--- src/aale_defs.vh ---
// Constants for the add and logic execute block: opcodes, flags, register map
`ifndef AALE_DEFS_VH
`define AALE_DEFS_VH

// ==========================================================
// Instruction word layout (16-bit word)
`define AALE_OP_HI 15
`define AALE_OP_LO 12
`define AALE_DEST_BIT 8
`define AALE_OPERAND_HI 7
`define AALE_OPERAND_LO 0
`define AALE_FADDR_HI 6

// ==========================================================
// Operation codes in the op field
`define AALE_ADD_LITERAL_OP 4'h1
`define AALE_RELATIVE_JUMP_OP 4'h2
`define AALE_ADD_FILE_OP 4'h3
`define AALE_ADD_FILE_CARRY_OP 4'h4
`define AALE_AND_LITERAL_OP 4'h5
`define AALE_AND_FILE_OP 4'h6

// ==========================================================
// Status flag bit positions
`define AALE_CARRY_BIT 0
`define AALE_HALF_CARRY_BIT 1
`define AALE_ZERO_BIT 2
`define AALE_POWER_DOWN_BIT 3
`define AALE_TIMEOUT_BIT 4

// ==========================================================
// Reset values
`define AALE_W_RESET 8'h00
`define AALE_STATUS_RESET 5'h00
`define AALE_PROG_COUNT_RESET 13'h0000
`define AALE_INSTR_RESET 16'h0000

// ==========================================================
// Bus register byte offsets
`define AALE_INSTR_OFFSET 12'h000
`define AALE_WREG_OFFSET 12'h004
`define AALE_STATUS_OFFSET 12'h008
`define AALE_PROG_COUNT_OFFSET 12'h00C
`define AALE_STATE_OFFSET 12'h010
`define AALE_FILE_BASE 12'h200
`define AALE_FILE_DEPTH 128

// ==========================================================
// AHB-Lite encodings
`define AALE_HTRANS_NONSEQ 2'h2
`define AALE_HTRANS_SEQ 2'h3

`endif

--- src/aale_core.v ---
// Execution datapath for the add, relative jump and AND instruction group
//
// Design decisions made here: the address map and the AHB-Lite register port.
`timescale 1ns/1ps
`default_nettype none
`include "aale_defs.vh"

module aale_core
(
    input wire hclk,
    input wire hresetn,
    // AHB-Lite slave
    input wire hsel,
    input wire [11:0] haddr,
    input wire [1:0] htrans,
    input wire hwrite,
    input wire [2:0] hsize,
    input wire [31:0] hwdata,
    input wire hready,
    output reg hreadyout,
    output reg [31:0] hrdata,
    output reg hresp,
    // Instruction port from the decoder
    input wire instr_valid,
    input wire [15:0] instr_word,
    output reg instr_ready,
    // Flag set events from the core
    input wire sleep_event,
    input wire wdt_timeout_event,
    // Visible state
    output reg [7:0] w_reg,
    output reg [12:0] program_counter,
    output reg carry_flag,
    output reg half_carry_flag,
    output reg zero_flag,
    output reg power_down_flag,
    output reg watchdog_timeout_flag
);

    // ==========================================================
    // Declarations
    localparam [1:0] ST_IDLE = 2'b01; // Ready for a new word
    localparam [1:0] ST_JUMP = 2'b10; // Second cycle of a jump
    localparam [11:0] FILE_BASE = `AALE_FILE_BASE; // Byte address of location 00h

    reg [1:0] state; // Execution state
    reg [7:0] file_mem [0:`AALE_FILE_DEPTH-1]; // Data locations 00h to 7Fh
    reg [15:0] last_word; // Last word executed
    reg [15:0] bus_word; // Word queued by software
    reg bus_pend; // Software word waiting
    reg rd_pend; // Read data phase in progress
    reg wr_pend; // Write data phase in progress
    reg [11:0] ph_addr; // Latched address phase address
    reg [15:0] exec_word; // Word chosen for execution
    reg exec_go; // A word starts this cycle
    reg take_port; // Port word accepted this cycle
    reg [3:0] op; // Operation field
    reg dest; // Destination select
    reg [7:0] operand; // Literal or file address field
    reg [6:0] faddr; // File address
    reg [7:0] fdata; // File location content
    reg [7:0] addend; // Second adder input
    reg cin; // Adder carry in
    reg [8:0] sum9; // Full byte sum with carry out
    reg [4:0] sum5; // Low nibble sum with carry out
    reg [7:0] and8; // AND result
    reg [7:0] result; // Selected result
    reg is_add; // Addition group
    reg is_and; // AND group
    reg to_file; // Result goes to file
    reg [12:0] jump_target; // Target of relative jump
    reg [31:0] rd_mux; // Read data selection
    wire addr_take; // Address phase accepted
    wire bus_fhit_ph; // Latched address hits file window
    wire [6:0] bus_fidx_ph; // Latched file index

    // ==========================================================
    // Bus address decode
    assign addr_take = hsel & hready & htrans[1];
    assign bus_fidx_ph = ph_addr[8:2];
    // Window 200h to 3FCh, one location per word
    assign bus_fhit_ph = (ph_addr[11:9] == FILE_BASE[11:9]);

    // ==========================================================
    // Source select and instruction field split
    always @*
    begin
        take_port = instr_ready & instr_valid;
        exec_go = take_port | (instr_ready & bus_pend);
        // Port word wins over a queued software word
        exec_word = take_port ? instr_word : bus_word;
        // One 16-bit word carries op, destination and operand
        op = exec_word[`AALE_OP_HI:`AALE_OP_LO];
        dest = exec_word[`AALE_DEST_BIT];
        operand = exec_word[`AALE_OPERAND_HI:`AALE_OPERAND_LO];
        // Upper operand bit ignored, locations run to 7Fh
        faddr = operand[`AALE_FADDR_HI:0];
        fdata = file_mem[faddr];
    end

    // ==========================================================
    // Adder, AND unit and result routing
    always @*
    begin
        is_add = (op == `AALE_ADD_LITERAL_OP) | (op == `AALE_ADD_FILE_OP) |
                 (op == `AALE_ADD_FILE_CARRY_OP);
        is_and = (op == `AALE_AND_LITERAL_OP) | (op == `AALE_AND_FILE_OP);
        // Literal forms use the operand, file forms the location
        if ((op == `AALE_ADD_LITERAL_OP) | (op == `AALE_AND_LITERAL_OP))
        begin
            addend = operand;
        end
        else
        begin
            addend = fdata;
        end
        // Only add with carry feeds the carry flag in
        cin = (op == `AALE_ADD_FILE_CARRY_OP) ? carry_flag : 1'b0;
        sum9 = {1'b0, w_reg} + {1'b0, addend} + {8'h00, cin};
        sum5 = {1'b0, w_reg[3:0]} + {1'b0, addend[3:0]} + {4'h0, cin};
        and8 = w_reg & addend;
        result = is_and ? and8 : sum9[7:0];
        // File forms honour the destination bit, literal forms never
        to_file = dest & ((op == `AALE_ADD_FILE_OP) | (op == `AALE_ADD_FILE_CARRY_OP) |
                          (op == `AALE_AND_FILE_OP));
        // Signed offset: 7Fh forward, 80h and up backward
        jump_target = program_counter + 13'h0001 + {{5{w_reg[7]}}, w_reg};
    end

    // ==========================================================
    // Bus read data mux, unmapped addresses read zero
    always @*
    begin
        rd_mux = 32'h00000000;
        if (bus_fhit_ph)
        begin
            rd_mux = {24'h000000, file_mem[bus_fidx_ph]};
        end
        else
        begin
            case (ph_addr)
                `AALE_INSTR_OFFSET: rd_mux = {16'h0000, last_word};
                `AALE_WREG_OFFSET: rd_mux = {24'h000000, w_reg};
                `AALE_STATUS_OFFSET: rd_mux = {27'h0000000, watchdog_timeout_flag, power_down_flag,
                                              zero_flag, half_carry_flag, carry_flag};
                `AALE_PROG_COUNT_OFFSET: rd_mux = {19'h00000, program_counter};
                `AALE_STATE_OFFSET: rd_mux = {29'h00000000, bus_pend, state};
                default: rd_mux = 32'h00000000;
            endcase
        end
    end

    // ==========================================================
    // Bus slave phases: reads take one wait state, writes none
    always @(posedge hclk or negedge hresetn)
    begin
        if (!hresetn)
        begin
            hreadyout <= 1'b1;
            hrdata <= 32'h00000000;
            hresp <= 1'b0;
            rd_pend <= 1'b0;
            wr_pend <= 1'b0;
            ph_addr <= 12'h000;
        end
        else
        begin
            hresp <= 1'b0;
            if (addr_take)
            begin
                // Latch address, stall read for the data mux flop
                ph_addr <= {haddr[11:2], 2'b00};
                rd_pend <= ~hwrite;
                wr_pend <= hwrite;
                hreadyout <= hwrite;
            end
            else if (rd_pend)
            begin
                // Read data lands with hreadyout high
                hrdata <= rd_mux;
                hreadyout <= 1'b1;
                rd_pend <= 1'b0;
            end
            else if (hreadyout)
            begin
                wr_pend <= 1'b0;
            end
            else
            begin
                hreadyout <= 1'b1;
            end
        end
    end

    // ==========================================================
    // Execution state and visible state
    always @(posedge hclk or negedge hresetn)
    begin
        if (!hresetn)
        begin
            state <= ST_IDLE;
            instr_ready <= 1'b1;
            w_reg <= `AALE_W_RESET;
            program_counter <= `AALE_PROG_COUNT_RESET;
            {watchdog_timeout_flag, power_down_flag, zero_flag, half_carry_flag, carry_flag}
                <= `AALE_STATUS_RESET;
            last_word <= `AALE_INSTR_RESET;
            bus_word <= `AALE_INSTR_RESET;
            bus_pend <= 1'b0;
        end
        else
        begin
            // Software register writes at the end of a write data phase
            if (wr_pend & hreadyout & ~bus_fhit_ph)
            begin
                case (ph_addr)
                    `AALE_INSTR_OFFSET:
                    begin
                        // Ignored while a queued word still waits
                        if (!bus_pend)
                        begin
                            bus_word <= hwdata[15:0];
                            bus_pend <= 1'b1;
                        end
                    end
                    `AALE_WREG_OFFSET: w_reg <= hwdata[7:0];
                    `AALE_STATUS_OFFSET:
                    begin
                        carry_flag <= hwdata[`AALE_CARRY_BIT];
                        half_carry_flag <= hwdata[`AALE_HALF_CARRY_BIT];
                        zero_flag <= hwdata[`AALE_ZERO_BIT];
                        power_down_flag <= hwdata[`AALE_POWER_DOWN_BIT];
                        watchdog_timeout_flag <= hwdata[`AALE_TIMEOUT_BIT];
                    end
                    `AALE_PROG_COUNT_OFFSET: program_counter <= hwdata[12:0];
                    default:
                    begin
                    end
                endcase
            end
            // Hardware events set, winning over a software clear
            if (sleep_event)
            begin
                power_down_flag <= 1'b1;
            end
            if (wdt_timeout_event)
            begin
                watchdog_timeout_flag <= 1'b1;
            end
            case (state)
                ST_IDLE:
                begin
                    if (exec_go)
                    begin
                        last_word <= exec_word;
                        if (!take_port)
                        begin
                            bus_pend <= 1'b0;
                        end
                        if (op == `AALE_RELATIVE_JUMP_OP)
                        begin
                            // Second cycle loads the target, flags untouched
                            state <= ST_JUMP;
                            instr_ready <= 1'b0;
                        end
                        else
                        begin
                            program_counter <= program_counter + 13'h0001;
                            if ((is_add | is_and) & ~to_file)
                            begin
                                w_reg <= result;
                            end
                            if (is_add | is_and)
                            begin
                                zero_flag <= (result == 8'h00);
                            end
                            if (is_add)
                            begin
                                carry_flag <= sum9[8];
                                half_carry_flag <= sum5[4];
                            end
                        end
                    end
                end
                ST_JUMP:
                begin
                    program_counter <= jump_target;
                    state <= ST_IDLE;
                    instr_ready <= 1'b1;
                end
                default:
                begin
                    state <= ST_IDLE;
                    instr_ready <= 1'b1;
                end
            endcase
        end
    end

    // ==========================================================
    // File locations: execution write wins over a bus write
    always @(posedge hclk)
    begin
        if ((state == ST_IDLE) & exec_go & to_file & (is_add | is_and))
        begin
            file_mem[faddr] <= result;
        end
        else if (wr_pend & hreadyout & bus_fhit_ph)
        begin
            file_mem[bus_fidx_ph] <= hwdata[7:0];
        end
    end

endmodule // aale_core
`default_nettype wire

--- config.mk ---
export PLATFORM = sky130hd
export DESIGN_NAME = aale_core
export DESIGN_NICKNAME = d
export VERILOG_FILES = /design/src/aale_core.v
export VERILOG_INCLUDE_DIRS = /design/src /design/src/src
export SDC_FILE = /design/constraint.sdc
export NUM_CORES = 2
export LEC_CHECK = 0
export BUFFER_PORTS_ARGS = -buffer_cell sky130_fd_sc_hd__buf_2
export CORE_AREA = 4 4 433 435
export CTS_CLUSTER_SIZE = 8
export DETAILED_ROUTE_END_ITERATION = 6
export DIE_AREA = 0 0 437 439
export GPL_TIMING_DRIVEN = 0
export PLACE_DENSITY = 0.49
export SYNTH_ARGS = -nofsm -noshare
export SYNTH_HDL_FRONTEND = slang
export SYNTH_SLANG_ARGS = --single-unit
--- constraint.sdc ---
create_clock -name hclk -period 11.8 [get_ports hclk]
set_clock_uncertainty 0.2 [all_clocks]
set_input_delay 2.36 -clock hclk [delete_from_list [all_inputs] [get_ports hclk]]
set_output_delay 2.36 -clock hclk [all_outputs]
set_load 0.02 [all_outputs]
==> flow_summary.json <==
{
  "dpl.hpwl_mm": 227,
  "synthCells": 3677,
  "drv_cap": 29,
  "max_flop_register": "file_mem",
  "grt_pass1_wl_mm": 410,
  "r2r_end": "file_mem[4][6]",
  "relSlewSlack_pct": -11.3,
  "regArea_um2": 33000,
  "ctsResizeCount": 0,
  "area_delta_synth_final_pct": 17.0,
  "power.density_nw_per_um2": 271,
  "avgSynthCellArea_um2": 14.9,
  "cts_buffer_depth": 3,
  "synthesis.area_um2": 54700,
  "min_period_over_period_pct": 93.2,
  "setup_tns_ns": 0,
  "start_kind": "input port",
  "reg2reg_depth": 25,
  "hold_violations": 0,
  "cts_tree": "built",
  "crit_cells": 23,
  "synth_seq_cells": 1114,
  "cts.clk_slew.worst_paths_ns": 0.05,
  "synth-edff-count": 1024,
  "dp_slack_ns": 0.389,
  "critPathMaxStageDelay_ns": 1.17,
  "ant_nets": 0,
  "fillers": 17693,
  "rrSetupSlack_ns": 2.07,
  "ys_seq_area_share_pct": 60.3,
  "power.static_leakage_nw": 21.2,
  "regToRegStartpoint": "state[0]",
  "h-tree-depth": 4,
  "grt_pass1_vias": 39853,
  "yosysWarnings": 0,
  "synth.distinct_cells": 84,
  "drt_wl_total_mm": 323,
  "path_max_fanout": 32,
  "drt_iter0_drc": 7870,
  "antenna_found_initial": 39,
  "p_total_mw": 17.4,
  "core_um2": 183000,
  "vias_per_cell": 6.61,
  "critical_path.cell_chain": "buf_2 > nand2_1 > buf_2 > a21o_1 > buf_2 > buf_2 > clkbuf_1 > clkbuf_1 > a31oi_1 > a21oi_1 > o32ai_1 > fa_1 > fa_1 > a21o_1 > a21oi_1 > o21bai_1 > a21oi_1 > xnor2_1 > mux2i_1 > a21oi_4 > buf_16 > buf_16 > buf_12",
  "drv_slew": 249,
  "rsz0062_at_grt": "false",
  "track_usage_pct": 32.8,
  "drt_first_pass_iters": 6,
  "synth_top_cell_by_area": "edfxtp_1",
  "root_buffer": "clkbuf_16",
  "cts_hold_buf": 0,
  "ys.flop_type": "edfxtp_1",
  "drive_gt1_share_pct": 26.5,
  "yosys.cell_count.top_type": "edfxtp_1",
  "status": "finished, violations left",
  "cp_top_family": "buffers and inverters",
  "ys_top_cells_by_count": "1024 x edfxtp_1, 511 x nand2_1, 409 x mux4_2",
  "start_util_pct": 29.9,
  "cpMaxStageDelayCell": "clkbuf_1",
  "die_h_um": 439,
  "setup_violations": 0,
  "min_from": "hrdata[3]",
  "cts_buffers": 159,
  "criticalPathCategory": "in2reg",
  "end_kind": "flop",
  "rows": 157,
  "fin_cells": 6527,
  "hp-class": "reg2reg",
  "num_vias": 43146,
  "async_flop_share_pct": 8.08,
  "drc": 2,
  "period_needed_ns": 10.99,
  "crit_end": "file_mem[4][6]",
  "dieArea_um2": 192000,
  "setup_ws_ns": 0.808,
  "largest_reg_flops": 1024,
  "insertion_delay_ns": 0.85,
  "crit_arrival_ns": 11.44,
  "grt_max_degree": 129,
  "netlist.area_leader.share_pct": 56.2,
  "tightest_slew_ns": 1.67,
  "max_freq_mhz": 91.0,
  "synthTopCellsByArea": "edfxtp_1 56%, mux4_2 17%, dfrtp_1 4.0%",
  "multi_input_area_um2": 20500,
  "ios": 134,
  "cts_setup_buffers": 0,
  "nets": 4100,
  "io_buffers": 94,
  "place_inst": 6303,
  "required_ns": 12.25,
  "cts.sinks": 1114,
  "final_core_util_pct": 35.0,
  "wl_per_cell_um": 49.4,
  "gp_congestion": 1.08,
  "placed_area_um2": 59600,
  "crit_top_cell": "buf_2",
  "violations": "design-rule violations, max-capacitance violations, max-slew violations",
  "die_w_um": 437,
  "holdWs_ns": 0.266,
  "fin_area_um2": 64000,
  "peakVddDrop_mv": 0.588,
  "startpoint": "instr_valid",
  "crit_buf_inv": 9,
  "overflow": 0
}
==> how the worst min path moves through the flow <==
stage	endpoint	slack, ns	cells after the start
finish	hrdata[3]	0.27	2
detailed placement	hrdata[3]	0.26	2
CTS	hrdata[3]	0.27	2
global placement	hrdata[4]	0.25	2
global route	hrdata[3]	0.30	2
floorplan	last_word[3]	0.25	2
==> power breakdown <==
part | total (mW) | internal, mW | switching (mW)
clock network | 4.26 | 2.42 | 1.85
logic | 6.69 | 1.75 | 4.94
registers | 6.42 | 6.30 | 0.121
total | 17.4 | 10.5 | 6.90
==> worst min-delay path: cells and delay by family, from the launching register on <==
family / cells / cell delay, ns
flip-flops: 1 / 0.33
AND/OR/NAND/NOR: 2 / 0.10
==> layer usage <==
layer  global-route usage, %  share of wire [%]  vias to the layer above
li1                        -                  -                    15393
met1                    40.4                 36                    22487
met2                    46.4                 41                     4205
met3                    12.5                 13                     1051
met4                    25.1                9.0                       10
met5                   0.706              0.073                        -
==> layout make-up <==
cell class	count	area share, %
Buffer	283	2.34
Antenna cell	27	0.106
Clock buffer	179	6.35
Tap cell	2464	4.82
Sequential cell	1114	51.6
Inverter	19	0.111
Timing Repair Buffer	147	2.32
Multi-Input combinational cell	2277	32.0
Clock inverter	17	0.434
==> layout by cell type (no fill, tap or decap), drive strengths merged, types with 10 or more instances in the layout <==
cell type / instances
edfxtp: 1024
nand2: 526
mux4: 409
buf: 332
clkbuf: 276
nor2: 226
nand3: 158
a21oi: 108
mux2i: 107
dfrtp: 88
a22oi: 80
o21ai: 72
a31oi: 58
and3: 46
a32oi: 41
mux2: 41
a211oi: 36
nand4: 35
diode: 27
o22ai: 26
a2111oi: 25
ha: 23
nor3: 23
inv: 22
a221oi: 18
nand2b: 17
conb: 17
xor2: 16
and2: 14
nor2b: 14
xnor2: 13
clkinv: 13
nor4: 10
o21bai: 10
==> cell families after synthesis <==
family | Yosys count | synth area share, %
mux | 557 | 19.7
compound gates | 560 | 7.25
simple gates | 1088 | 8.91
fa+ha+maj | 26 | 0.636
xor+xnor | 29 | 0.464
flops | 1114 | 60.3
other cells | 1 | 0.00685
buf+inv | 302 | 2.76
Power figures use the tool's default switching activity.
